<file path="config.mk">
export PLATFORM = sky130hd
export DESIGN_NAME = tcpm_protector
export DESIGN_NICKNAME = d
export VERILOG_FILES = /design/src/hw/tcpm_pkg.sv /design/src/hw/tcpm_cmp_if.sv /design/src/hw/tcpm_pin_sync.sv /design/src/hw/tcpm_qualify.sv /design/src/hw/tcpm_protector.sv
export VERILOG_INCLUDE_DIRS = /design/src /design/src/hw
export SDC_FILE = /design/constraint.sdc
export NUM_CORES = 1
export LEC_CHECK = 0
export BUFFER_PORTS_ARGS = -buffer_cell sky130_fd_sc_hd__buf_2
export CAP_MARGIN = 20
export CORE_UTILIZATION = 65
export CTS_BUF_LIST = sky130_fd_sc_hd__clkbuf_8
export CTS_CLUSTER_SIZE = 14
export DETAILED_ROUTE_END_ITERATION = 12
export GPL_TIMING_DRIVEN = 0
export PLACE_DENSITY = 0.85
export SYNTH_ARGS = -nofsm -noshare
export SYNTH_HDL_FRONTEND = slang
export SYNTH_SLANG_ARGS = --single-unit
</file>
<file path="constraint.sdc">
create_clock -name ref_clk_in -period 33.4 [get_ports ref_clk_in]
set_input_delay 0 -clock ref_clk_in [delete_from_list [all_inputs] [get_ports ref_clk_in]]
set_output_delay 0 -clock ref_clk_in [all_outputs]
set_load 0.03 [all_outputs]
</file>
<file path="src/hw/tcpm_consts.svh">
// constants of the two-cell protector and measurement block
// assumes a 100 MHz time base and comparator inputs from the analog front end
// Operation
// - Either cell above high threshold past high delay turns charge gate off.
// - Discharge gate stays on during a high-voltage fault.
// - High-voltage fault clears when both cells drop below charge-resume threshold.
// - Also clears on sustained discharge of at least 1.2mV with both cells below high.
// - Either cell below low threshold past low delay turns both gates off.
// - Low-voltage fault requests sleep only when the sleep enable bit is 1.
// - Charger present and both cells in 0..resume enables recovery charge path.
// - After low-voltage fault both gates stay off until both cells exceed low and, with sleep enabled, a charger is present.
// - Sense below charge overcurrent threshold past overcurrent delay turns both gates off.
// - Charge overcurrent enables pack pulldown; clears when pack drops below supply margin.
// - Sense above discharge overcurrent threshold past overcurrent delay turns discharge off.
// - Sense above short-circuit threshold past short delay turns discharge off.
// - Discharge faults enable pack pullup; clear when pack rises above supply margin.
// - Charge gate on only with no high, low, charge-overcurrent fault and block 0.
// - Discharge gate on only with no low, overcurrent, short fault and block 0.
// - Protection inputs are monitored continuously while active.
// - Lower and upper cell voltages measured every 440ms.
// - Voltages two's complement, 4.8828mV steps, saturate high at 7FE0h.
// - Temperature updated every 440ms, two's complement, 0.125C steps.
// - Current result updated every 3.52s, 1.5625uV per step.
// - Current saturates to 7FFFh high and 8000h low.
// - Every 28.16s the averaged current becomes the mean of eight latest currents.
`ifndef TCPM_CONSTS_SVH
`define TCPM_CONSTS_SVH

`define TCPM_CLK_MHZ 100
`define TCPM_MEAS_MS 440
`define TCPM_CUR_MS 3520
`define TCPM_AVG_MS 28160
`define TCPM_MEAS_CYC (`TCPM_MEAS_MS * 1000 * `TCPM_CLK_MHZ)
`define TCPM_CUR_PER_MEAS (`TCPM_CUR_MS / `TCPM_MEAS_MS)
`define TCPM_AVG_PER_CUR (`TCPM_AVG_MS / `TCPM_CUR_MS)

`define TCPM_HV_DELAY_US 1000000
`define TCPM_LV_DELAY_US 1000000
`define TCPM_OC_DELAY_US 10000
`define TCPM_SC_DELAY_US 100
`define TCPM_HV_DELAY_CYC (`TCPM_HV_DELAY_US * `TCPM_CLK_MHZ)
`define TCPM_LV_DELAY_CYC (`TCPM_LV_DELAY_US * `TCPM_CLK_MHZ)
`define TCPM_OC_DELAY_CYC (`TCPM_OC_DELAY_US * `TCPM_CLK_MHZ)
`define TCPM_SC_DELAY_CYC (`TCPM_SC_DELAY_US * `TCPM_CLK_MHZ)

`define TCPM_CMP_N 12
`define TCPM_CMP_CELL_HIGH 0
`define TCPM_CMP_CELL_LOW 1
`define TCPM_CMP_BOTH_ABOVE_LOW 2
`define TCPM_CMP_BOTH_BELOW_RESUME 3
`define TCPM_CMP_BOTH_NONNEG 4
`define TCPM_CMP_DSG_SENSE 5
`define TCPM_CMP_COC 6
`define TCPM_CMP_DOC 7
`define TCPM_CMP_SC 8
`define TCPM_CMP_CHARGER 9
`define TCPM_CMP_PACK_LOW 10
`define TCPM_CMP_PACK_HIGH 11

`define TCPM_VOLT_MAX 13'sh03FF
`define TCPM_VOLT_MIN 13'sh1C00
`define TCPM_VOLT_SAT_HI 16'h7FE0
`define TCPM_VOLT_SAT_LO 16'h8000
`define TCPM_CUR_MAX 18'sh07FFF
`define TCPM_CUR_MIN 18'sh38000
`define TCPM_CUR_SAT_HI 16'h7FFF
`define TCPM_CUR_SAT_LO 16'h8000
`define TCPM_FIELD_PAD 5'h00
`define TCPM_AVG_DEPTH 8
`define TCPM_AVG_SHIFT 3
`define TCPM_AVG_CUR_OFFSET 8'h08
`define TCPM_RESULT_RESET 16'h0000

`endif

</file>
<file path="src/hw/tcpm_pkg.sv">
// types shared by the protector and measurement modules
// assumes tcpm_consts.svh is on the include path
`include "tcpm_consts.svh"
package tcpm_pkg;
  typedef logic [15:0] tcpm_word_t;
  typedef logic [`TCPM_CMP_N-1:0] tcpm_cmp_t;
  typedef logic signed [12:0] tcpm_volt_raw_t;
  typedef logic signed [10:0] tcpm_temp_raw_t;
  typedef logic signed [17:0] tcpm_cur_raw_t;
endpackage

</file>
<file path="src/hw/tcpm_cmp_if.sv">
// synchronised comparator levels passed from the pin synchroniser
// assumes one clock domain on both ends
`timescale 1ns/100ps
interface tcpm_cmp_if;
  tcpm_pkg::tcpm_cmp_t level;
  modport drv (output level);
  modport mon (input level);
endinterface

</file>
<file path="src/hw/tcpm_pin_sync.sv">
// two-flop synchroniser for the comparator pins
// assumes asynchronous comparator outputs from the analog front end
`timescale 1ns/100ps
`include "tcpm_consts.svh"
module tcpm_pin_sync (
  // clock and reset
  input wire logic ref_clk_in,
  input wire logic sys_rst_in,
  // raw comparator pins
  input wire tcpm_pkg::tcpm_cmp_t cmp_pins_in,
  // synchronised levels
  tcpm_cmp_if.drv cmp_out
);
  import tcpm_pkg::*;
  genvar i;
  generate
    for (i = 0; i < `TCPM_CMP_N; i++) begin : g_bit
      logic meta;
      logic stable;
      always_ff @(posedge ref_clk_in or posedge sys_rst_in) begin
        if (sys_rst_in) begin
          meta <= 1'b0;
          stable <= 1'b0;
        end else begin
          meta <= cmp_pins_in[i];
          stable <= meta;
        end
      end
      assign cmp_out.level[i] = stable;
    end
  endgenerate
endmodule

</file>
<file path="src/hw/tcpm_qualify.sv">
// fault qualification timer: level high once the condition held past the delay
// assumes a synchronised condition on the same clock
`timescale 1ns/100ps
module tcpm_qualify #(
  parameter int unsigned DELAY_CYC = 1
) (
  // clock and reset
  input wire logic ref_clk_in,
  input wire logic sys_rst_in,
  // condition and result
  input wire logic cond_in,
  output logic qualified_out
);
  import tcpm_pkg::*;
  logic [31:0] count;
  // strictly longer than the delay: the count must reach it and the condition hold one more cycle
  always_ff @(posedge ref_clk_in or posedge sys_rst_in) begin
    if (sys_rst_in) begin
      count <= 32'h00000000;
      qualified_out <= 1'b0;
    end else if (!cond_in) begin
      count <= 32'h00000000;
      qualified_out <= 1'b0;
    end else if (count < DELAY_CYC) begin
      count <= count + 32'h00000001;
      qualified_out <= 1'b0;
    end else begin
      qualified_out <= 1'b1;
    end
  end
endmodule

</file>
<file path="src/hw/tcpm_protector.sv">
// two-cell protector with measurement result formatting
// assumes comparator pins from the front end and conversion data on this clock
`timescale 1ns/100ps
`include "tcpm_consts.svh"
module tcpm_protector #(
  parameter int unsigned MEAS_CYC = `TCPM_MEAS_CYC,
  parameter int unsigned HV_DELAY_CYC = `TCPM_HV_DELAY_CYC,
  parameter int unsigned LV_DELAY_CYC = `TCPM_LV_DELAY_CYC,
  parameter int unsigned OC_DELAY_CYC = `TCPM_OC_DELAY_CYC,
  parameter int unsigned SC_DELAY_CYC = `TCPM_SC_DELAY_CYC
) (
  // clock and reset
  input wire logic ref_clk_in,
  input wire logic sys_rst_in,
  // comparator pins
  input wire tcpm_pkg::tcpm_cmp_t cmp_pins_in,
  // software control bits
  input wire logic low_voltage_sleep_enable_in,
  input wire logic charge_gate_block_in,
  input wire logic discharge_gate_block_in,
  // converter data
  input wire tcpm_pkg::tcpm_volt_raw_t lower_cell_tap_raw_in,
  input wire tcpm_pkg::tcpm_volt_raw_t upper_cell_tap_raw_in,
  input wire tcpm_pkg::tcpm_temp_raw_t temperature_raw_in,
  input wire tcpm_pkg::tcpm_cur_raw_t current_sense_input_raw_in,
  // gate and pack controls
  output logic charge_fet_gate_out,
  output logic discharge_fet_gate_out,
  output logic recovery_charge_current_en_out,
  output logic pack_pulldown_test_current_en_out,
  output logic pack_pullup_test_current_en_out,
  output logic sleep_request_out,
  // fault status
  output logic cell_high_voltage_fault_out,
  output logic cell_low_voltage_fault_out,
  output logic charge_overcurrent_fault_out,
  output logic discharge_overcurrent_fault_out,
  output logic short_circuit_fault_out,
  // measurement results
  output tcpm_pkg::tcpm_word_t lower_cell_voltage_result_out,
  output tcpm_pkg::tcpm_word_t upper_cell_voltage_result_out,
  output tcpm_pkg::tcpm_word_t temperature_result_out,
  output tcpm_pkg::tcpm_word_t current_result_out,
  output tcpm_pkg::tcpm_word_t average_current_result_out,
  output logic current_updated_out,
  output logic average_updated_out
);
  import tcpm_pkg::*;

  tcpm_cmp_if cmp ();
  logic hv_fault;
  logic lv_fault;
  logic coc_fault;
  logic doc_fault;
  logic sc_fault;
  logic active;
  logic qual_hv;
  logic qual_lv;
  logic qual_coc;
  logic qual_doc;
  logic qual_sc;
  logic hv_release;
  logic lv_release;
  logic charger;
  logic cell_high;
  logic next_charge_gate;
  logic next_discharge_gate;

  tcpm_pin_sync u_sync (
    .ref_clk_in(ref_clk_in),
    .sys_rst_in(sys_rst_in),
    .cmp_pins_in(cmp_pins_in),
    .cmp_out(cmp.drv)
  );

  assign charger = cmp.level[`TCPM_CMP_CHARGER];
  assign cell_high = cmp.level[`TCPM_CMP_CELL_HIGH];
  // monitoring stops only once sleep has been requested
  assign active = !sleep_request_out;

  tcpm_qualify #(.DELAY_CYC(HV_DELAY_CYC)) u_q_hv (
    .ref_clk_in(ref_clk_in),
    .sys_rst_in(sys_rst_in),
    .cond_in(active && cell_high),
    .qualified_out(qual_hv)
  );
  tcpm_qualify #(.DELAY_CYC(LV_DELAY_CYC)) u_q_lv (
    .ref_clk_in(ref_clk_in),
    .sys_rst_in(sys_rst_in),
    .cond_in(active && cmp.level[`TCPM_CMP_CELL_LOW]),
    .qualified_out(qual_lv)
  );
  tcpm_qualify #(.DELAY_CYC(OC_DELAY_CYC)) u_q_coc (
    .ref_clk_in(ref_clk_in),
    .sys_rst_in(sys_rst_in),
    .cond_in(active && cmp.level[`TCPM_CMP_COC]),
    .qualified_out(qual_coc)
  );
  tcpm_qualify #(.DELAY_CYC(OC_DELAY_CYC)) u_q_doc (
    .ref_clk_in(ref_clk_in),
    .sys_rst_in(sys_rst_in),
    .cond_in(active && cmp.level[`TCPM_CMP_DOC]),
    .qualified_out(qual_doc)
  );
  tcpm_qualify #(.DELAY_CYC(SC_DELAY_CYC)) u_q_sc (
    .ref_clk_in(ref_clk_in),
    .sys_rst_in(sys_rst_in),
    .cond_in(active && cmp.level[`TCPM_CMP_SC]),
    .qualified_out(qual_sc)
  );

  // releases; a qualifying set always wins over a release
  assign hv_release = cmp.level[`TCPM_CMP_BOTH_BELOW_RESUME]
    || (cmp.level[`TCPM_CMP_DSG_SENSE] && !cell_high);
  // charger only releases once the cells are back above low
  assign lv_release = cmp.level[`TCPM_CMP_BOTH_ABOVE_LOW]
    && (charger || !low_voltage_sleep_enable_in);

  always_ff @(posedge ref_clk_in or posedge sys_rst_in) begin
    if (sys_rst_in) begin
      hv_fault <= 1'b0;
    end else if (qual_hv) begin
      hv_fault <= 1'b1;
    end else if (hv_release) begin
      hv_fault <= 1'b0;
    end
  end

  always_ff @(posedge ref_clk_in or posedge sys_rst_in) begin
    if (sys_rst_in) begin
      lv_fault <= 1'b0;
    end else if (qual_lv) begin
      lv_fault <= 1'b1;
    end else if (lv_release) begin
      lv_fault <= 1'b0;
    end
  end

  always_ff @(posedge ref_clk_in or posedge sys_rst_in) begin
    if (sys_rst_in) begin
      coc_fault <= 1'b0;
    end else if (qual_coc) begin
      coc_fault <= 1'b1;
    end else if (cmp.level[`TCPM_CMP_PACK_LOW]) begin
      coc_fault <= 1'b0;
    end
  end

  always_ff @(posedge ref_clk_in or posedge sys_rst_in) begin
    if (sys_rst_in) begin
      doc_fault <= 1'b0;
      sc_fault <= 1'b0;
    end else begin
      if (qual_doc) begin
        doc_fault <= 1'b1;
      end else if (cmp.level[`TCPM_CMP_PACK_HIGH]) begin
        doc_fault <= 1'b0;
      end
      if (qual_sc) begin
        sc_fault <= 1'b1;
      end else if (cmp.level[`TCPM_CMP_PACK_HIGH]) begin
        sc_fault <= 1'b0;
      end
    end
  end

  always_comb begin
    next_charge_gate = active && !hv_fault && !lv_fault && !coc_fault
      && !charge_gate_block_in;
    // no high-voltage term: discharging stays possible
    next_discharge_gate = active && !lv_fault && !coc_fault && !doc_fault
      && !sc_fault && !discharge_gate_block_in;
  end

  // gates and pack test currents are registered; they lag the faults by one cycle
  always_ff @(posedge ref_clk_in or posedge sys_rst_in) begin
    if (sys_rst_in) begin
      charge_fet_gate_out <= 1'b0;
      discharge_fet_gate_out <= 1'b0;
      pack_pulldown_test_current_en_out <= 1'b0;
      pack_pullup_test_current_en_out <= 1'b0;
      recovery_charge_current_en_out <= 1'b0;
    end else begin
      charge_fet_gate_out <= next_charge_gate;
      discharge_fet_gate_out <= next_discharge_gate;
      pack_pulldown_test_current_en_out <= coc_fault;
      pack_pullup_test_current_en_out <= doc_fault || sc_fault;
      recovery_charge_current_en_out <= charger
        && cmp.level[`TCPM_CMP_BOTH_NONNEG] && cmp.level[`TCPM_CMP_BOTH_BELOW_RESUME];
    end
  end

  // sleep is never entered with a charger attached
  always_ff @(posedge ref_clk_in or posedge sys_rst_in) begin
    if (sys_rst_in) begin
      sleep_request_out <= 1'b0;
    end else begin
      sleep_request_out <= lv_fault && low_voltage_sleep_enable_in && !charger;
    end
  end

  always_ff @(posedge ref_clk_in or posedge sys_rst_in) begin
    if (sys_rst_in) begin
      cell_high_voltage_fault_out <= 1'b0;
      cell_low_voltage_fault_out <= 1'b0;
      charge_overcurrent_fault_out <= 1'b0;
      discharge_overcurrent_fault_out <= 1'b0;
      short_circuit_fault_out <= 1'b0;
    end else begin
      cell_high_voltage_fault_out <= hv_fault;
      cell_low_voltage_fault_out <= lv_fault;
      charge_overcurrent_fault_out <= coc_fault;
      discharge_overcurrent_fault_out <= doc_fault;
      short_circuit_fault_out <= sc_fault;
    end
  end

  // measurement time base
  logic [31:0] meas_cnt;
  logic meas_tick;
  logic [2:0] cur_cnt;
  logic [2:0] avg_cnt;
  logic cur_tick;
  logic avg_due;

  assign meas_tick = active && (meas_cnt == MEAS_CYC - 1);
  assign cur_tick = meas_tick && (cur_cnt == 3'(`TCPM_CUR_PER_MEAS - 1));

  // the time base holds while sleeping, so results keep their last values
  always_ff @(posedge ref_clk_in or posedge sys_rst_in) begin
    if (sys_rst_in) begin
      meas_cnt <= 32'h00000000;
      cur_cnt <= 3'h0;
      avg_cnt <= 3'h0;
    end else if (active) begin
      meas_cnt <= meas_tick ? 32'h00000000 : meas_cnt + 32'h00000001;
      if (meas_tick) begin
        cur_cnt <= cur_tick ? 3'h0 : cur_cnt + 3'h1;
      end
      if (cur_tick) begin
        avg_cnt <= (avg_cnt == 3'(`TCPM_AVG_PER_CUR - 1)) ? 3'h0 : avg_cnt + 3'h1;
      end
    end
  end

  function automatic tcpm_word_t sat_volt(input tcpm_volt_raw_t v);
    if (v > `TCPM_VOLT_MAX) begin
      return `TCPM_VOLT_SAT_HI;
    end else if (v < signed'(`TCPM_VOLT_MIN)) begin
      return `TCPM_VOLT_SAT_LO;
    end
    return {v[10:0], `TCPM_FIELD_PAD};
  endfunction

  function automatic tcpm_word_t sat_cur(input tcpm_cur_raw_t c);
    if (c > `TCPM_CUR_MAX) begin
      return `TCPM_CUR_SAT_HI;
    end else if (c < signed'(`TCPM_CUR_MIN)) begin
      return `TCPM_CUR_SAT_LO;
    end
    return c[15:0];
  endfunction

  always_ff @(posedge ref_clk_in or posedge sys_rst_in) begin
    if (sys_rst_in) begin
      lower_cell_voltage_result_out <= `TCPM_RESULT_RESET;
      upper_cell_voltage_result_out <= `TCPM_RESULT_RESET;
      temperature_result_out <= `TCPM_RESULT_RESET;
    end else if (meas_tick) begin
      lower_cell_voltage_result_out <= sat_volt(lower_cell_tap_raw_in);
      upper_cell_voltage_result_out <= sat_volt(upper_cell_tap_raw_in);
      temperature_result_out <= {temperature_raw_in, `TCPM_FIELD_PAD};
    end
  end

  // eight most recent currents, written round-robin
  tcpm_word_t hist [`TCPM_AVG_DEPTH];
  logic [2:0] wr_idx;
  logic signed [18:0] hist_sum;

  always_ff @(posedge ref_clk_in or posedge sys_rst_in) begin
    if (sys_rst_in) begin
      current_result_out <= `TCPM_RESULT_RESET;
      current_updated_out <= 1'b0;
      wr_idx <= 3'h0;
      for (int i = 0; i < `TCPM_AVG_DEPTH; i++) begin
        hist[i] <= `TCPM_RESULT_RESET;
      end
    end else begin
      current_updated_out <= cur_tick;
      if (cur_tick) begin
        current_result_out <= sat_cur(current_sense_input_raw_in);
        hist[wr_idx] <= sat_cur(current_sense_input_raw_in);
        wr_idx <= wr_idx + 3'h1;
      end
    end
  end

  always_comb begin
    hist_sum = 19'sh00000;
    for (int i = 0; i < `TCPM_AVG_DEPTH; i++) begin
      hist_sum = hist_sum + 19'(signed'(hist[i]));
    end
  end

  // averaging waits one cycle so the newest current is already in the history
  always_ff @(posedge ref_clk_in or posedge sys_rst_in) begin
    if (sys_rst_in) begin
      avg_due <= 1'b0;
      average_current_result_out <= `TCPM_RESULT_RESET;
      average_updated_out <= 1'b0;
    end else begin
      avg_due <= cur_tick && (avg_cnt == 3'(`TCPM_AVG_PER_CUR - 1));
      average_updated_out <= avg_due;
      if (avg_due) begin
        average_current_result_out <= hist_sum[`TCPM_AVG_SHIFT +: 16];
      end
    end
  end
endmodule

</file>
After elaboration in Yosys (flattened, before gate mapping)
Index checks and enable logic that the tools add are counted. W data, S select, Z words.

Register bits after elaboration: 451. Output and inout port bits: 93. Bits of input ports: 72.

Bitwise operators: 2. Muxes and demuxes: 54. Equality and inequality tests: 8. Reduce and logical (&&, ||, !) cells: 45. $add $sub $neg: 16. Magnitude comparators: 13.

Operator list (number): $mux W32 (11); $add A32 B1 Y32 const B (6); $mux W16 (11); $bwmux W128 (1); $add A19 B16 Y19 (4); $lt A32 B20 Y1 const B (2); $lt A32 B27 Y1 const B (2); $demux W16 S3 (1); $eq A32 B26 Y1 const B (1); $lt A32 B14 Y1 const B (1); $mux W1 (28); $gt A13 B11 Y1 const B (2); $lt A13 B11 Y1 const B (2); $logic_and A1 B1 Y1 (24); $add A18 B16 Y19 (1); $add A17 B16 Y18 (1); $gt A18 B16 Y1 const B (1); $lt A18 B16 Y1 const B (1); $add A16 B16 Y17 (1); $logic_not A1 Y1 (11); $ne A2 B2 Y1 const B (5); $reduce_bool A2 Y1 (5); $add A3 B1 Y3 const B (3); $eq A3 B3 Y1 const B (2); 7 further kinds (11).

Logic depth before layout (Yosys ltp)
Gate-level depths: netlist (run 1).

Depth after elaboration: 7. Mapped depth: 17. Mapped depth without buffers: 17.

By module
Synthesis (run 1) repeated with hierarchy kept, for this count alone.

Cell total of the unflattened synthesis: 2252. Area, all modules: 22296.4 µm².

Modules (own cells, without submodules): tcpm_protector (area an instance 13610.6 µm², seq. area each 6306.0 µm², cells an instance 1429, instances 1); tcpm_qualify (u_q_hv ...) (area an instance 1716.6 µm², seq. area each 825.8 µm², cells an instance 176, instances 2); tcpm_qualify (u_q_coc ...) (area an instance 1565.3 µm², seq. area each 825.8 µm², cells an instance 152, instances 2); tcpm_qualify (u_q_sc) (area an instance 1427.6 µm², seq. area each 825.8 µm², cells an instance 130, instances 1); tcpm_pin_sync (area an instance 694.4 µm², seq. area each 600.6 µm², cells an instance 37, instances 1).

Least setup slack after synthesis (run 1)
OpenSTA, ideal clock, no wires.

Kind: reg-to-reg. Start point: register hist[4] (netlist bit). End point: register average_current_result_out[10]. Data required time: 33.275 ns. Arrival time: 4.207 ns. Slack: 29.069 ns. Setup time: 0.125 ns. Clock period less this slack: 4.331 ns. Buffers on the path: 0. Cell stages (with the launch flop): 16. Cell sequence: dfrtp_1 inv_1 fa_1 inv_1 fa_1 fa_1 inv_1 fa_1 inv_1 ha_1 and3_1 a211o_1 a221oi_1 o21bai_1 xor2_1 mux2_2.

Longest elaborated chain between the ends: 1.

RTL lines: from (decl) (line tcpm_protector.sv:277) `` tcpm_word_t hist [`TCPM_AVG_DEPTH]; ``; from (signal, indexed assignment) (line tcpm_protector.sv:287) `` hist[i] <= `TCPM_RESULT_RESET; ``; from (signal, indexed assignment) (line tcpm_protector.sv:293) `hist[wr_idx] <= sat_cur(current_sense_input_raw_in);`; $add A19 B16 Y19 (line tcpm_protector.sv:302) `hist_sum = hist_sum + 19'(signed'(hist[i]));`; to (signal assigned) (line tcpm_protector.sv:310) `` average_current_result_out <= `TCPM_RESULT_RESET; ``; to (signal assigned) (line tcpm_protector.sv:316) `` average_current_result_out <= hist_sum[`TCPM_AVG_SHIFT +: 16]; ``; to (decl) (line tcpm_protector.sv:44) `output tcpm_pkg::tcpm_word_t average_current_result_out,`.

No other way between the ends. A chain may end at the register's enable or synchronous reset.

Worst setup path in the final report (run 1)
Ends and elaborated chain as after synthesis.

==> results of run 1 <==
## Yosys cell counts (6+ instances only)
master,number
or3_1,14
xnor2_1,63
nand2_1,364
nor2_1,211
nand3b_1,7
or4_1,11
xor2_1,60
a21o_1,11
o211ai_1,9
o21ai_0,184
o31ai_1,7
nor2b_1,7
and3_1,33
a31oi_1,10
and4_1,17
fa_1,98
clkbuf_1,84
nand4_1,37
o21ai_1,6
nand3_1,52
a21oi_1,61
o21ai_2,10
nor4_1,27
a211oi_1,14
buf_4,16
nor3_1,23
and2_1,55
dfrtp_1,441
inv_1,268
mux2_2,20
ha_1,29
nand2b_1,10
## layer usage
layer  vias up  track usage  part of all wire
li1       8249            -                 -
met1      9094        0.422              0.37
met2       952        0.580              0.49
met3       357       0.0955             0.079
met4         2        0.221             0.066
met5         -            0           0.00022
## path summary, 6_finish.rpt
check / endpoint / from / slack (ns) / depth (start not counted)
min in group asynchronous: pack_pullup_test_current_en_out / sys_rst_in / 0.08 / 3
max: average_current_result_out[10] / hist[4] / 28.63 / 15
min reg2reg: u_sync.g_bit[6].stable / u_sync.g_bit[6].meta / 0.35 / 0
max in group asynchronous: average_current_result_out[12] / sys_rst_in / 31.84 / 5
min: u_sync.g_bit[5].meta / cmp_pins_in[5] / 0.03 / 2
max reg2reg: average_current_result_out[10] / hist[4] / 28.63 / 15
## cell families after synthesis
logic type                 count (synthesis)  share of synthesized area
other                                      1                   0.000167
and+or+nand+nor                          889                      0.186
DFF                                      441                      0.493
adders and majority gates                127                      0.104
xor gates and xnor gates                 123                     0.0481
muxes                                     26                     0.0130
AOI/OAI and AO/OA                        343                     0.0888
buffers and inverters                    378                     0.0678
## final cells by class
cell class / count / area, µm² / share of cell area
Multi-Input combinational cell: 1523 / 9890 / 0.376
Clock inverter: 36 / 170 / 0.00646
Buffer: 110 / 512 / 0.0194
Inverter: 268 / 1010 / 0.0385
Clock buffer: 93 / 1280 / 0.0486
Antenna cell: 2 / 5.00 / 0.000190
Timing Repair Buffer: 253 / 1860 / 0.0708
Sequential cell: 441 / 11000 / 0.419
Tap cell: 448 / 561 / 0.0213
## per-stage QoR
step / cell area [µm²] / hold WS [ns] / instances / setup WS, ns / power (W)
2_1_floorplan: 22400 / 0.0314 / 2342 / 21.11 / 0.000612
3_3_place_gp: 23700 / 0.107 / 2933 / 17.22 / 0.000638
3_5_place_dp: 23800 / 0.109 / 2937 / 28.66 / 0.000643
4_1_cts: 26300 / 0.00417 / 3172 / 28.65 / 0.00112
5_1_grt: 26300 / 0.0177 / 3172 / 28.51 / 0.00116
6_report: 26300 / 0.0259 / 3174 / 28.63 / 0.00113
## power by group
part	switching, W	internal, W
clock	0.000227	0.000251
combinational	0.0000680	0.0000417
sequential	0.00000293	0.000538
total	0.000298	0.000831
## worst max-delay path: cells and delay by family (launching register included)
family,cells,cell delay [ns]
XOR/XNOR,1,0.16
AO/OA/AOI/OAI,3,0.93
buffers and inverters,4,0.23
multiplexers,1,0.27
flip-flops,1,0.35
AND/OR/NAND/NOR,1,0.22
adder cells (fa/ha/maj),5,2.47
## flip-flops by register name (all words and copies together), names as in the netlist, 3 cells and up
| name | flops |
|---|---|
| u_sync.g_bit.stable | 12 |
| u_q_lv.count | 32 |
| average_current_result_out | 16 |
| u_sync.g_bit.meta | 12 |
| u_q_sc.count | 32 |
| cur_cnt | 3 |
| lower_cell_voltage_result_out | 11 |
| wr_idx | 3 |
| u_q_hv.count | 32 |
| hist | 128 |
| u_q_doc.count | 32 |
| avg_cnt | 3 |
| current_result_out | 16 |
| temperature_result_out | 11 |
| upper_cell_voltage_result_out | 11 |
| meas_cnt | 32 |
| u_q_coc.count | 32 |
## repair_timing
action / 4_1_cts / 5_1_grt
endpoints found under the hold margin: 223 / 0
setup buffers: 0 / 0
hold buffers: 106 / 0
==> flow_summary_export.csv, run 1 <==
group,metric,value,unit
route,via_per_inst,5.88,
critical_path,critPathCaptureType,"flip-flop",
finish,fin_util,0.781,
grt,first_global_vias,19700,
timing,tns,0,ns
clock_tree,clkTransAtPathRegs,0.06,ns
synth,synth_area_leaders,"dfrtp_1 49%, fa_1 8.8%, nand2_1 6.1%, inv_1 4.5%, o21ai_0 4.1%",
timing,worst_slew_pin_slew,0.971,ns
critical_path,startpoint_type,"flip-flop",
timing,rsz0062_at_grt,"no",
clock_tree,ctsHtreeMaxLevel,3,
pwr,pwr_density_cell,42.9,nW/µm²
timing,post-route-period-util,0.143,
grt,antenna_found_initial,3,
synth,synth-edff-count,0,
finish,fillers,2021,
synth,ys.warnings.count,0,
synth,synth_top_area_frac,0.493,
clock_tree,cts_root_buf,"clkbuf_8",
synth,ys_ff_latch,441,
grt,grt_max_degree,123,
clock_tree,clk_path_buf_depth,3,
placed_design,port_buffers,143,
clock_tree,tritoncts,"built",
route,drt-initial-drc-count,1591,
critical_path,path_max_fanout,4,
floorplan,core_area,33700,µm²
synth,synth_area,22400,µm²
synth,synth_ff_type,"dfrtp_1",
run_status,status,"complete, no violations",
route,drt_pass1_iterations,6,
route,drc_errors,0,
finish,area_growth,17.6,%
hold_path,hold_path_class,"primary input to flip-flop",
clock_tree,clock_latency,0.67,ns
pwr,ir_drop,0.0462,mV
synth,synthDistinctLibCells,62,
placed_design,place_hpwl,36.3,mm
placed_design,place_congestion,0.898,
route,postRouteAntennaNets,0,
timing,final.setup_skew,0.0661,ns
floorplan,dieWidth,188,µm
grt,grt-ovfl-total,0,
route,vias,18700,
finish,final_cell_mix,"441 x dfrtp_1, 364 x nand2_1, 289 x inv_1",
critical_path,max_stage_delay,0.54,ns
timing,setup_violations,0,
flow_run,drv_cap,0,
timing,final-max-slew-violation-count,0,
finish,drive_gt1_frac,0.117,
critical_path,crit_arrival,5.27,ns
route,wire_per_inst,18.9,µm
timing,slew_headroom,0.353,
finish,final_nets,2870,
timing,fmax,209,MHz
floorplan,rows,67,
timing,period_minus_slack,4.77,ns
floorplan,die_h,188,µm
floorplan,start_util,0.665,
synth,avgSynthCellArea,9.62,µm²
critical_path,crit_slowest_cell,"fa_1",
grt,grt_pass1_wl,98.7,mm
clock_tree,post_cts_resize_count,0,
timing,hold_viol,0,
synth,synth-async-reset-ratio,1.00,
synth,synth_cells,2328,
floorplan,fp.dieArea,35200,µm²
grt,grt_util_all_layers,0.356,
clock_tree,numCtsBuffers,74,
critical_path,path_cells,"inv_1, fa_1, inv_1, fa_1, fa_1, inv_1, fa_1, inv_1, ha_1, and3_1, a211o_1, a221oi_1, o21bai_1, xor2_1, mux2_2",
critical_path,cp_data_required_time,33.90,ns
finish,layout_commonest_cell,"dfrtp_1",
clock_tree,clkSinkCount,441,
floorplan,io_pins,165,
route,wl,60.0,mm
pwr,leakage,13.5,nW
synth,yosys.area.top_type,"dfrtp_1",
critical_path,path_class,"flip-flop to flip-flop",
synth,ys_seq_area_frac,0.493,
No activity file was read; power rests on OpenSTA's default activity.
==> run 2: changes to the inputs <==
--- a/config.mk
+++ b/config.mk
@@ -8,12 +8,12 @@
 export LEC_CHECK = 0
 export BUFFER_PORTS_ARGS = -buffer_cell sky130_fd_sc_hd__buf_2
 export CAP_MARGIN = 20
-export CORE_UTILIZATION = 65
+export CORE_UTILIZATION = 57
 export CTS_BUF_LIST = sky130_fd_sc_hd__clkbuf_8
 export CTS_CLUSTER_SIZE = 14
 export DETAILED_ROUTE_END_ITERATION = 12
 export GPL_TIMING_DRIVEN = 0
-export PLACE_DENSITY = 0.85
+export PLACE_DENSITY = 0.79
 export SYNTH_ARGS = -nofsm -noshare
 export SYNTH_HDL_FRONTEND = slang
 export SYNTH_SLANG_ARGS = --single-unit
==> constraint.sdc (replaced) <==
create_clock -name ref_clk_in -period 4.3 [get_ports ref_clk_in]
set_input_delay 0 -clock ref_clk_in [delete_from_list [all_inputs] [get_ports ref_clk_in]]
set_output_delay 0 -clock ref_clk_in [all_outputs]
set_load 0.03 [all_outputs]
==> run 2 against run 1 <==
Net effect: the run now ends with negative setup slack left; flip-flop and latch count is the same; setup slack worse by 29 ns; utilization decreased by 8.6 points; non-clock buffer count increased by 18; via count down 3.7%; sequential share of layout area decreased by 0.94 points; critical path depth did not move; clock power rose to 8.1 times the previous value; clock skew shrank 0.037 ns.
==> flow_summary_export.csv, run 2 (synthesis gave the netlist of run 1 again) <==
group,metric,value,unit
pwr,pwr_density_cell,332,nW/µm²
finish,layout_commonest_cell,"dfrtp_1",
hold_path,hp-start,"cmp_pins_in[2]",
critical_path,cpMostUsedCell,"fa_1",
clock_tree,tritoncts,"built",
grt,met3_usage,0.0447,
clock_tree,clk_path_buf_depth,3,
finish,final_area,26900,µm²
floorplan,dieWidth,200,µm
finish,drive_gt1_frac,0.137,
critical_path,cp_data_required_time,4.79,ns
grt,antenna_found_initial,0,
timing,period_minus_slack,4.41,ns
floorplan,rows,72,
clock_tree,cts_root_buf,"clkbuf_8",
grt,grt-ovfl-total,0,
route,drt-initial-drc-count,1306,
grt,met2_usage,0.479,
critical_path,path_class,"flip-flop to flip-flop",
finish,regMostFlops,"hist",
route,drc_errors,0,
placed_design,dpl_cell_area,24000,µm²
clock_tree,numCtsBuffers,75,
finish,num_antenna_cells,0,
timing,final-max-slew-violation-count,0,
placed_design,place_hpwl,37.2,mm
route,postRouteAntennaNets,0,
timing,fin_ws,-0.110,ns
clock_tree,clkSinkCount,441,
route,via_per_inst,5.51,
finish,area_growth,20.3,%
floorplan,die_h,200,µm
timing,slew_headroom,0.316,
critical_path,path_cells,"inv_2, fa_1, inv_2, fa_1, fa_1, inv_1, fa_1, inv_1, ha_1, and3_4, a211o_4, a221oi_4, o21bai_1, xor2_1, mux2_4",
timing,post-route-period-util,1.03,
timing,fmax,227,MHz
clock_tree,clkTransAtPathRegs,0.07,ns
run_status,violations,"negative setup slack",
critical_path,cp_top_family,"adder cells",
pwr,ir_drop,0.265,mV
timing,tns,-0.391,ns
route,wl,55.0,mm
grt,grt_util_all_layers,0.281,
placed_design,place_congestion,0.861,
grt,grt_max_degree,44,
route,vias,18000,
route,drt_pass1_iterations,6,
clock_tree,clock_latency,0.62,ns
timing,rsz0062_at_grt,"yes",
critical_path,critPathCaptureType,"flip-flop",
pwr,leakage,13.7,nW
timing,setup_violations,6,
finish,final_nets,2889,
floorplan,fp.dieArea,40100,µm²
timing,final.setup_skew,0.0294,ns
critical_path,crit_path_start,"hist[51]",
run_status,status,"finished with violations",
timing,worst_slew_pin_slew,1.03,ns
critical_path,crit_slowest_cell,"fa_1",
grt,grt_pass1_wl,91.7,mm
floorplan,core_area,38700,µm²
placed_design,port_buffers,143,
critical_path,path_max_fanout,2,
clock_tree,ctsHtreeMaxLevel,3,
finish,final_cell_mix,"441 x dfrtp_1, 364 x nand2_1, 281 x inv_1",
critical_path,path_buf_inv,4,
flow_run,drv_cap,0,
floorplan,io_pins,165,
pwr,finalPower,0.00895,W
critical_path,startpoint_type,"flip-flop",
hold_path,hold_path_class,"primary input to flip-flop",
critical_path,max_stage_delay,0.56,ns
grt,grt.busiest_layer,"met2",
grt,grtUsageMet1,0.353,
grt,first_global_vias,18700,
route,wire_per_inst,16.8,µm
critical_path,crit_arrival,4.90,ns
floorplan,start_util,0.578,
timing,hold_viol,0,
critical_path,reg2reg_from,"hist[51]",
finish,fin_util,0.695,
placed_design,post-place-ws,-0.323,ns
finish,largest_reg_flops,128,
==> run 2: cell count changes in the layout (fill, tap and decap cells not counted), moves of 5 or more <==
| cell | before | now |
|---|---|---|
| a21oi_1 | 61 | 54 |
| clkinvlp_4 | 1 | 6 |
| buf_12 | 0 | 11 |
| ha_1 | 29 | 20 |
| a21oi_2 | 0 | 6 |
| buf_4 | 16 | 25 |
| inv_1 | 289 | 281 |
| ha_4 | 0 | 6 |
| inv_2 | 0 | 6 |
==> run 2: final cells by class <==
| class | count | area (µm²) |
|---|---|---|
| Fill cell | 2804 | 11800 |
| Sequential cell | 441 | 11000 |
| Multi-Input combinational cell | 1523 | 10100 |
| Timing Repair Buffer | 272 | 2090 |
| Clock buffer | 96 | 1320 |
| Inverter | 268 | 1010 |
| Tap cell | 518 | 648 |
| Buffer | 109 | 508 |
| Clock inverter | 37 | 226 |
==> run 2: timing repair <==
| item | 4_1_cts | 5_1_grt |
|---|---|---|
| gates cloned | 0 | 0 |
| hold buffers | 108 | 0 |
| hold endpoints to repair | 238 | 0 |
| gates resized for setup | 24 | 20 |
| pin swaps | 25 | 13 |
| buffers inserted | 5 | 4 |
| endpoints found under the setup margin | 10 | 10 |
==> run 2: layer usage <==
metal / vias up / part of all wire
met5: - / 0
met4: 0 / 0.045
met3: 191 / 0.052
met2: 632 / 0.50
met1: 8876 / 0.40
li1: 8272 / -
==> run 2: where the power goes <==
group          leakage [nW]  switching, W  internal, W  total (W)
clock network         0.865       0.00174      0.00213    0.00387
logic                  7.65      0.000525     0.000358   0.000884
registers              5.17     0.0000205      0.00418    0.00420
total                  13.7       0.00229      0.00667    0.00895
==> run 2: through the flow <==
step,instances,hold slack [ns]
4_1_cts,3260,0.000608
5_1_grt,3264,0.0183
6_report,3264,0.0362
3_5_place_dp,3015,0.110
3_3_place_gp,3003,0.107
2_1_floorplan,2342,0.0314
==> run 2: final timing paths <==
kind	to	slack, ns	cells after the start
max	average_current_result_out[10]	-0.11	15
min	u_sync.g_bit[2].meta	0.04	2
max reg2reg	average_current_result_out[10]	-0.11	15
min reg2reg	u_sync.g_bit[7].stable	0.35	0
max in group asynchronous	u_q_doc.count[12]	2.75	7
min in group asynchronous	hist[126]	0.07	3
